File: config.mk
export PLATFORM = sky130hd
export DESIGN_NAME = ibsf_status
export DESIGN_NICKNAME = d
export VERILOG_FILES = /design/src/ibsf_pkg.sv /design/src/ibsf_status.sv
export SDC_FILE = /design/constraint.sdc
export NUM_CORES = 1
export LEC_CHECK = 0
export BUFFER_PORTS_ARGS = -buffer_cell sky130_fd_sc_hd__buf_2
export CORE_UTILIZATION = 48
export CTS_CLUSTER_DIAMETER = 30
export DETAILED_ROUTE_END_ITERATION = 12
export PLACE_DENSITY_LB_ADDON = 0.25
export SKIP_CTS_REPAIR_TIMING = 1
export SYNTH_ARGS = -nofsm -noshare
export SYNTH_HDL_FRONTEND = slang
export SYNTH_SLANG_ARGS = --single-unit
File: constraint.sdc
create_clock -name aclk -period 2.58 [get_ports aclk]
set_clock_uncertainty 0.15 [all_clocks]
set_input_delay 0 -clock aclk [delete_from_list [all_inputs] [get_ports aclk]]
set_output_delay 0 -clock aclk [all_outputs]
set_load 0.01 [all_outputs]
File: src/ibsf_pkg.sv
package ibsf_pkg;

  typedef logic [31:0] ibsf_word_t;
  typedef logic [1:0] ibsf_resp_t;

  // Register index as printed; byte address is four times it
  localparam ibsf_word_t FLAGS_INDEX = 32'h0FFFFD86;
  localparam ibsf_word_t FLAGS_ADDR = {FLAGS_INDEX[29:0], 2'b00};
  localparam ibsf_word_t CTRL_ADDR = 32'h00000000;
  localparam ibsf_word_t LADDR_ADDR = 32'h00000004;
  localparam ibsf_word_t TXD_ADDR = 32'h00000008;
  localparam ibsf_word_t IRQ_STAT_ADDR = 32'h0000000C;
  localparam ibsf_word_t IRQ_MASK_ADDR = 32'h00000010;
  localparam ibsf_word_t BIT_BASE_ADDR = 32'h00000020;

  localparam logic [7:0] FLAGS_RESET = 8'h00;

  // Control register fields
  localparam int CTRL_OP_EN = 0;
  localparam int CTRL_START = 1;
  localparam int CTRL_EXIT = 2;
  localparam int CTRL_WREL = 3;

  // Interrupt status and mask fields
  localparam int IRQ_W = 5;
  localparam int IRQ_START = 0;
  localparam int IRQ_STOP = 1;
  localparam int IRQ_ARB = 2;
  localparam int IRQ_MATCH = 3;
  localparam int IRQ_WAIT = 4;

  // Clock counts within a byte
  localparam logic [3:0] CNT_EIGHTH = 4'h7;
  localparam logic [3:0] CNT_NINTH = 4'h8;
  localparam logic [3:0] CNT_DONE = 4'h9;

  localparam ibsf_resp_t RESP_OKAY = 2'h0;
  localparam ibsf_resp_t RESP_SLVERR = 2'h2;

  // Bit 7 down to bit 0 of the status byte
  typedef struct packed {
    logic master_active_flag;
    logic arb_lost_flag;
    logic ext_code_flag;
    logic addr_match_flag;
    logic tx_direction_flag;
    logic ack_seen_flag;
    logic start_seen_flag;
    logic stop_seen_flag;
  } ibsf_flags_t;

  typedef enum logic [1:0] {
    BUS_IDLE,
    BUS_ACTIVE,
    BUS_WAIT,
    BUS_DETACHED
  } ibsf_bus_t;

  typedef struct packed {
    logic scl_s1;
    logic scl_s2;
    logic scl_s3;
    logic sda_s1;
    logic sda_s2;
    logic sda_s3;
    ibsf_bus_t bus;
    ibsf_flags_t flags;
    logic [3:0] bit_cnt;
    logic [6:0] rx;
    logic first_byte;
    logic start_pend;
    logic op_en;
    logic [6:0] laddr;
    logic [7:0] txd;
    logic [IRQ_W-1:0] irq_stat;
    logic [IRQ_W-1:0] irq_mask;
    logic irq;
    logic pin_lvl;
    logic scl_oe_n;
    logic sda_oe_n;
    logic have_aw;
    logic have_w;
    logic awready;
    logic wready;
    ibsf_word_t aw_addr;
    ibsf_word_t wdata;
    logic [3:0] wstrb;
    logic bvalid;
    ibsf_resp_t bresp;
    logic arready;
    logic rvalid;
    ibsf_resp_t rresp;
    ibsf_word_t rdata;
  } ibsf_state_t;

endpackage

File: src/ibsf_status.sv
`timescale 1ns/1ns
module ibsf_status
  import ibsf_pkg::*;
(
  input wire logic aclk,
  input wire logic aresetn,
  input wire logic awvalid,
  output logic awready,
  input wire ibsf_pkg::ibsf_word_t awaddr,
  input wire logic [2:0] awprot,
  input wire logic wvalid,
  output logic wready,
  input wire ibsf_pkg::ibsf_word_t wdata,
  input wire logic [3:0] wstrb,
  output logic bvalid,
  input wire logic bready,
  output ibsf_pkg::ibsf_resp_t bresp,
  input wire logic arvalid,
  output logic arready,
  input wire ibsf_pkg::ibsf_word_t araddr,
  input wire logic [2:0] arprot,
  output logic rvalid,
  input wire logic rready,
  output ibsf_pkg::ibsf_word_t rdata,
  output ibsf_pkg::ibsf_resp_t rresp,
  input wire logic serial_clock_pin_i,
  output logic serial_clock_pin_o,
  output logic serial_clock_pin_oe_n,
  input wire logic serial_data_pin_i,
  output logic serial_data_pin_o,
  output logic serial_data_pin_oe_n,
  output logic irq
);
  import ibsf_pkg::*;

  ibsf_state_t q;
  ibsf_state_t d;

  logic scl_rise;
  logic scl_fall;
  logic start_det;
  logic stop_det;
  logic wr_fire;
  logic rd_fire;
  logic flag_rd;
  logic start_cmd;
  logic exit_cmd;
  logic wrel_cmd;
  logic op_fall;
  logic sda_now;
  logic [7:0] rx_full;
  logic [3:0] nxt_cnt;
  logic data_en;
  logic ack_en;
  logic [IRQ_W-1:0] ev;
  logic [IRQ_W-1:0] w1c;
  ibsf_word_t rd_val;
  ibsf_resp_t rd_resp;

  //////////////////////////////////////////////////////////////////////////
  always_comb
  begin
    d = q;
    ev = '0;
    w1c = '0;
    start_cmd = 1'b0;
    exit_cmd = 1'b0;
    wrel_cmd = 1'b0;
    rd_val = '0;
    rd_resp = RESP_OKAY;
    rx_full = '0;
    nxt_cnt = q.bit_cnt;
    data_en = 1'b0;
    ack_en = 1'b0;

    // Pins are asynchronous; only the second stage onward is looked at
    d.scl_s1 = serial_clock_pin_i;
    d.scl_s2 = q.scl_s1;
    d.scl_s3 = q.scl_s2;
    d.sda_s1 = serial_data_pin_i;
    d.sda_s2 = q.sda_s1;
    d.sda_s3 = q.sda_s2;
    sda_now = q.sda_s2;
    scl_rise = q.scl_s2 & ~q.scl_s3;
    scl_fall = ~q.scl_s2 & q.scl_s3;
    start_det = q.scl_s2 & q.scl_s3 & q.sda_s3 & ~q.sda_s2;
    stop_det = q.scl_s2 & q.scl_s3 & ~q.sda_s3 & q.sda_s2;

    //////////////////////////////////////////////////////////////////////////
    // Register bus: address and data may arrive in either order
    if (awvalid && q.awready)
    begin
      d.have_aw = 1'b1;
      d.aw_addr = awaddr;
    end
    if (wvalid && q.wready)
    begin
      d.have_w = 1'b1;
      d.wdata = wdata;
      d.wstrb = wstrb;
    end
    wr_fire = q.have_aw & q.have_w & ~q.bvalid;
    if (wr_fire)
    begin
      d.have_aw = 1'b0;
      d.have_w = 1'b0;
      d.bvalid = 1'b1;
      d.bresp = RESP_OKAY;
      case (q.aw_addr)
        CTRL_ADDR:
        begin
          if (q.wstrb[0])
          begin
            d.op_en = q.wdata[CTRL_OP_EN];
            start_cmd = q.wdata[CTRL_START];
            exit_cmd = q.wdata[CTRL_EXIT];
            wrel_cmd = q.wdata[CTRL_WREL];
          end
        end
        LADDR_ADDR:
        begin
          if (q.wstrb[0])
            d.laddr = q.wdata[6:0];
        end
        TXD_ADDR:
        begin
          if (q.wstrb[0])
            d.txd = q.wdata[7:0];
        end
        IRQ_STAT_ADDR:
        begin
          if (q.wstrb[0])
            w1c = q.wdata[IRQ_W-1:0];
        end
        IRQ_MASK_ADDR:
        begin
          if (q.wstrb[0])
            d.irq_mask = q.wdata[IRQ_W-1:0];
        end
        FLAGS_ADDR:
          d.bresp = RESP_OKAY;
        default:
        begin
          if (q.aw_addr[31:5] != BIT_BASE_ADDR[31:5])
            d.bresp = RESP_SLVERR;
        end
      endcase
    end
    if (q.bvalid && bready)
      d.bvalid = 1'b0;
    d.awready = ~d.have_aw;
    d.wready = ~d.have_w;

    flag_rd = 1'b0;
    case (araddr)
      FLAGS_ADDR:
      begin
        rd_val = {24'h000000, q.flags};
        flag_rd = 1'b1;
      end
      CTRL_ADDR:
        rd_val = {28'h0000000, 2'h0, q.start_pend, q.op_en};
      LADDR_ADDR:
        rd_val = {25'h0000000, q.laddr};
      TXD_ADDR:
        rd_val = {24'h000000, q.txd};
      IRQ_STAT_ADDR:
        rd_val = {27'h0000000, q.irq_stat};
      IRQ_MASK_ADDR:
        rd_val = {27'h0000000, q.irq_mask};
      default:
      begin
        if (araddr[31:5] == BIT_BASE_ADDR[31:5] && araddr[1:0] == 2'h0)
        begin
          rd_val = {31'h00000000, q.flags[araddr[4:2]]};
          flag_rd = 1'b1;
        end
        else
          rd_resp = RESP_SLVERR;
      end
    endcase
    rd_fire = arvalid & q.arready;
    if (rd_fire)
    begin
      d.rvalid = 1'b1;
      d.rdata = rd_val;
      d.rresp = rd_resp;
    end
    if (q.rvalid && rready)
      d.rvalid = 1'b0;
    d.arready = ~d.rvalid;

    if (rd_fire && flag_rd)
      d.flags.arb_lost_flag = 1'b0;

    //////////////////////////////////////////////////////////////////////////
    // Bus side
    if (start_cmd)
      d.start_pend = 1'b1;
    if (exit_cmd)
    begin
      d.flags.master_active_flag = 1'b0;
      d.flags.ext_code_flag = 1'b0;
      d.flags.addr_match_flag = 1'b0;
      d.flags.tx_direction_flag = 1'b0;
      d.flags.ack_seen_flag = 1'b0;
      d.scl_oe_n = 1'b1;
      d.sda_oe_n = 1'b1;
      if (q.bus != BUS_IDLE)
        d.bus = BUS_DETACHED;
    end

    case (q.bus)
      BUS_IDLE:
      begin
        // Start is pulled only on a free bus with the clock high
        if (q.start_pend && q.scl_s2 && q.sda_s2)
          d.sda_oe_n = 1'b0;
      end
      BUS_ACTIVE:
      begin
        if (scl_rise)
        begin
          nxt_cnt = q.bit_cnt + 4'h1;
          d.bit_cnt = nxt_cnt;
          if (q.bit_cnt < CNT_EIGHTH)
            d.rx = {q.rx[5:0], sda_now};
          if (q.bit_cnt == 4'h0)
            d.flags.ack_seen_flag = 1'b0;
          rx_full = {q.rx, sda_now};
          if (q.bit_cnt == CNT_EIGHTH && q.first_byte)
          begin
            if (rx_full[7:4] == 4'h0 || rx_full[7:4] == 4'hF)
              d.flags.ext_code_flag = 1'b1;
            if (q.rx == q.laddr)
            begin
              d.flags.addr_match_flag = 1'b1;
              ev[IRQ_MATCH] = 1'b1;
              if (!q.flags.master_active_flag)
                d.flags.tx_direction_flag = sda_now;
            end
            if (q.flags.master_active_flag)
              d.flags.tx_direction_flag = ~sda_now;
          end
          if (q.bit_cnt == CNT_NINTH)
          begin
            d.flags.ack_seen_flag = ~sda_now;
            d.first_byte = 1'b0;
          end
          if (q.flags.master_active_flag && q.flags.tx_direction_flag &&
              q.bit_cnt < CNT_NINTH && q.sda_oe_n && !sda_now)
          begin
            d.flags.arb_lost_flag = 1'b1;
            d.flags.master_active_flag = 1'b0;
            d.flags.tx_direction_flag = 1'b0;
            d.bus = BUS_DETACHED;
            ev[IRQ_ARB] = 1'b1;
          end
        end
        if (scl_fall)
        begin
          if (q.bit_cnt == CNT_DONE)
          begin
            nxt_cnt = 4'h0;
            d.bit_cnt = 4'h0;
            // Hold the clock low so software can read safely
            if (d.flags.master_active_flag || d.flags.addr_match_flag)
            begin
              d.bus = BUS_WAIT;
              d.scl_oe_n = 1'b0;
              ev[IRQ_WAIT] = 1'b1;
            end
          end
          data_en = d.flags.tx_direction_flag && nxt_cnt < CNT_NINTH &&
                    (d.flags.master_active_flag || !d.first_byte);
          // A matched slave acknowledges its address in either direction
          if (d.first_byte)
            ack_en = nxt_cnt == CNT_NINTH && d.flags.addr_match_flag &&
                     !d.flags.master_active_flag;
          else
            ack_en = nxt_cnt == CNT_NINTH && !d.flags.tx_direction_flag &&
                     (d.flags.addr_match_flag || d.flags.master_active_flag);
          d.sda_oe_n = ~((data_en && !q.txd[3'(CNT_EIGHTH - nxt_cnt)]) ||
                         ack_en);
        end
      end
      BUS_WAIT:
      begin
        if (wrel_cmd)
        begin
          d.bus = BUS_ACTIVE;
          d.scl_oe_n = 1'b1;
        end
      end
      BUS_DETACHED:
        d.sda_oe_n = 1'b1;
      default:
        d.bus = BUS_IDLE;
    endcase

    if (start_det)
    begin
      if (q.start_pend && !q.sda_oe_n)
      begin
        d.flags.master_active_flag = 1'b1;
        d.flags.tx_direction_flag = 1'b1;
      end
      else
      begin
        d.flags.tx_direction_flag = 1'b0;
        if (q.start_pend)
        begin
          d.flags.arb_lost_flag = 1'b1;
          d.flags.master_active_flag = 1'b0;
          ev[IRQ_ARB] = 1'b1;
        end
      end
      d.start_pend = 1'b0;
      d.flags.start_seen_flag = 1'b1;
      d.flags.stop_seen_flag = 1'b0;
      d.flags.ext_code_flag = 1'b0;
      d.flags.addr_match_flag = 1'b0;
      d.bit_cnt = 4'h0;
      d.first_byte = 1'b1;
      d.bus = BUS_ACTIVE;
      ev[IRQ_START] = 1'b1;
    end
    if (stop_det)
    begin
      d.flags.master_active_flag = 1'b0;
      d.flags.ext_code_flag = 1'b0;
      d.flags.addr_match_flag = 1'b0;
      d.flags.tx_direction_flag = 1'b0;
      d.flags.ack_seen_flag = 1'b0;
      d.flags.start_seen_flag = 1'b0;
      d.flags.stop_seen_flag = 1'b1;
      d.bus = BUS_IDLE;
      d.scl_oe_n = 1'b1;
      d.sda_oe_n = 1'b1;
      ev[IRQ_STOP] = 1'b1;
    end

    op_fall = q.op_en & ~d.op_en;
    if (op_fall || !d.op_en)
    begin
      d.flags = FLAGS_RESET;
      d.bus = BUS_IDLE;
      d.start_pend = 1'b0;
      d.scl_oe_n = 1'b1;
      d.sda_oe_n = 1'b1;
      ev = '0;
    end

    // New events win over a clear in the same cycle
    d.irq_stat = (q.irq_stat & ~w1c) | ev;
    d.irq = |(d.irq_stat & d.irq_mask);
    d.pin_lvl = 1'b0;
  end

  //////////////////////////////////////////////////////////////////////////
  always_ff @(posedge aclk)
  begin
    if (!aresetn)
    begin
      q <= '0;
      q.scl_oe_n <= 1'b1;
      q.sda_oe_n <= 1'b1;
      q.scl_s1 <= 1'b1;
      q.scl_s2 <= 1'b1;
      q.scl_s3 <= 1'b1;
      q.sda_s1 <= 1'b1;
      q.sda_s2 <= 1'b1;
      q.sda_s3 <= 1'b1;
    end
    else
      q <= d;
  end

  assign awready = q.awready;
  assign wready = q.wready;
  assign bvalid = q.bvalid;
  assign bresp = q.bresp;
  assign arready = q.arready;
  assign rvalid = q.rvalid;
  assign rdata = q.rdata;
  assign rresp = q.rresp;
  assign serial_clock_pin_o = q.pin_lvl;
  assign serial_clock_pin_oe_n = q.scl_oe_n;
  assign serial_data_pin_o = q.pin_lvl;
  assign serial_data_pin_oe_n = q.sda_oe_n;
  assign irq = q.irq;

endmodule

==> flow_summary_export.csv <==
group,metric,value,unit
status,status,"finished with violations",
status,violations,"hold timing",
placement,place_congestion,0.8969,
cts,cts_buffers,17,
hold_path,whs_endpoint,"q[45]",
power_and_ir_drop,pwr_density_cell,570.2,mW/mm^2
critical_path,start_kind,"flip-flop",
critical_path,worstSetupPathType,"reg -> reg",
global_route,grt_max_degree,57,
sta,hold_slack,-0.07251,ns
yosys,synthCells,723,
power_and_ir_drop,sw_frac_of_total,23.56,%
cts,clk_transition_reported_paths,0.05,ns
cts,clk_latency,0.41,ns
die,num_rows,40,
cts,cts-root-buf,"clkbuf_16",
power_and_ir_drop,power_frac_comb,10.2,%
hold_path,hold_start,"wvalid",
critical_path,critical_path_required,2.70,ns
sta,min_period,2.530,ns
critical_path,cp-end-kind,"flip-flop",
hold_path,holdPathStages,4,
yosys,synth_top_area_share,38.84,%
critical_path,crit_arrival,2.65,ns
finish,num_antenna_cells,0,
die,io_pins,161,
critical_path,cp_num_buf_inv,0,
critical_path,r2r-end,"irq",
critical_path,max_stage_delay,0.54,ns
sta,slew_viol_final,0,
power_and_ir_drop,ir_drop,0.4236,mV
placement,post_dp_cell_area,0.006638,mm^2
sta,maxSlewHeadroom,63.55,%
finish,areaGrowthSynthToFinish,30.13,%
die,die_h,113.6,um
detailed_routing,vias,5881,
sta,min_period_over_period,98.05,%
power_and_ir_drop,power_frac_seq,42.8,%
flow_run,cap_viol_max_count,0,
yosys,synthArstFlopShare,0,%
detailed_routing,drc,0,
sta,fmax,0.3953,GHz
critical_path,rrSetupSlack,0.05,ns
yosys,synth.avg_cell_area,8.270,um^2
yosys,synth_edf_count,0,
placement,port_buffers,99,
cts,htree_levels,4,
critical_path,cp_slowest_cell,"or4_4",
detailed_routing,initialDrtViolationCount,397,
sta,worst_pin_slew,0.5468,ns
cts,cts_buffer_depth,2,
sta,finalSetupTns,0,ns
yosys,ys_ff_latch,116,
critical_path,worst_r2r_startpoint,"q[75]",
power_and_ir_drop,p_int,3391,uW
yosys,synth.area.top_cells,"dfxtp_1 (39%), nand2_1 (7.3%), a21oi_1 (5.4%), buf_4 (4.8%), nor2_1 (3.8%)",
sta,worst_slack,0.05036,ns
critical_path,cp_max_fo,5,
cts,cts_sinks,116,
power_and_ir_drop,leakage,0.003178,uW
power_and_ir_drop,p_sw,1045,uW
placement,hpwl,12010,um
placement,pre_cts_ws,0.01124,ns
detailed_routing,first_pass_iters,6,
sta,hold_violations,11,
yosys,synth.distinct_cells,74,
die,initial_core_util,49.57,%
detailed_routing,ant_nets,0,
detailed_routing,via_per_inst,5.517,
global_route,grt.total_usage,25.48,%
die,die-width,113.6,um
cts,cts_tree,"done",
finish,drive_gt1_share,24.16,%
detailed_routing,wl_per_cell,15.85,um
global_route,overflow,0,
power_and_ir_drop,clkPwrFrac,47.0,%
yosys,yosysMostFrequentCell,"nand2_1",
die,core_area,0.01206,mm^2
global_route,grt_pass1_vias,5319,
die,dieArea,0.01291,mm^2
yosys,ys.flop_type,"dfxtp_1",
finish,design_area,0.007781,mm^2
sta,finalSetupViolCount,0,
critical_path,worstPathCellList,"nor4_2 -> nand3_2 -> or4_4 -> mux2_4 -> a32o_2 -> a22oi_2 -> o211ai_1",
critical_path,reg2reg_depth,7,
detailed_routing,routed_wl,16890,um
yosys,ys.warnings.count,0,
global_route,antenna_found_initial,0,
yosys,yosys.area.top_type,"dfxtp_1",
yosys,synth_common_cells,"nand2_1 (117), dfxtp_1 (116), a21oi_1 (65)",
yosys,synth-seq-area-share,38.84,%
global_route,grt_pass1_wl,25830,um
critical_path,crit_family,"simple AND/OR/NAND/NOR gates",
power_and_ir_drop,power,4437,uW
hold_path,hp-class,"in -> reg",
yosys,syn_area,0.005979,mm^2
finish,fin_nets,1011,
[state kept, by name (all words and copies together) (netlist names)]
register	cells
rvalid	1
bresp	1
serial_data_pin_oe_n	1
d	3
rresp	1
wready	1
awready	1
sda_now	1
q	94
irq	1
serial_clock_pin_oe_n	1
bvalid	1
rdata	8
arready	1
[power by group through the flow]
stage | Combinational (uW) | Sequential, uW | Clock, uW
after global placement | 358 | 1930 | 0
final | 454 | 1900 | 2080
after detailed placement | 368 | 1930 | 0
after floorplan | 267 | 1920 | 0
after CTS | 370 | 1900 | 2110
after global routing | 499 | 1900 | 2180
[cell usage in the layout, fill, tap and decap left out, types with 6 or more instances in the layout]
cell type and n:
buf_2 99, ha_1 7, buf_4 45, mux2i_1 21, o21ai_0 20, nand2_1 117
nand4_1 18, conb_1 28, dlygate4sd3_1 53, nor4_1 14, nand4b_1 9, a22o_1 6
and2_1 14, clkbuf_16 17, nor2_1 61, mux2_2 9, xnor2_1 9, nor2b_1 6
a21oi_1 65, nand2b_1 9, dfxtp_1 112, a22oi_1 7, nor3_1 8, nand3_1 22
inv_1 14
[worst max-delay path by stage]
stage | startpoint | endpoint | depth (start not counted)
floorplan | q[97] | irq | 7
global placement | q[97] | irq | 7
detailed placement | q[106] | irq | 7
CTS | q[106] | irq | 7
global route | q[98] | q[132] | 8
finish | q[75] | irq | 7
[cell families after synthesis]
family                     share of synthesized area, %
AOI/OAI and AO/OA                                 15.17
xor gates and xnor gates                          1.590
adders and majority gates                         1.465
buffers and inverters                             8.997
DFF                                               38.84
muxes                                             6.194
other                                           0.06271
and+or+nand+nor                                   27.68
[worst reg2reg max path, stage by stage, from the launching register on]
cell      delay (ns)
dfxtp_1         0.32
nor4_2          0.38
nand3_2         0.14
or4_4           0.54
mux2_4          0.36
a32o_2          0.29
a22oi_2         0.11
o211ai_1        0.11
[layer usage]
metal	wire [um]	global-route usage [%]	vias to the layer above
li1	-	-	2844
met1	7164	31.18	2752
met2	8178	44.35	242
met3	1104	5.048	43
met4	443	9.298	0
met5	0	0	-
[through the flow]
| step | cells | util (%) |
|---|---|---|
| final | 1066 | 64.51 |
| after global routing | 1066 | 64.51 |
| after CTS | 1009 | 59.39 |
| after detailed placement | 981 | 55.03 |
| after floorplan | 750 | - |
| after global placement | 981 | 55.03 |
[layout make-up]
type | instances | area, um^2
well taps | 168 | 210.2
clock inverters | 5 | 27.53
multi-input cells | 540 | 3281
inverters | 16 | 60.06
repair buffers | 198 | 1375
flip-flops and latches | 116 | 2330
fillers | 994 | 4280
clock buffers | 23 | 498.0
No activity file was read; power rests on OpenSTA's default activity.
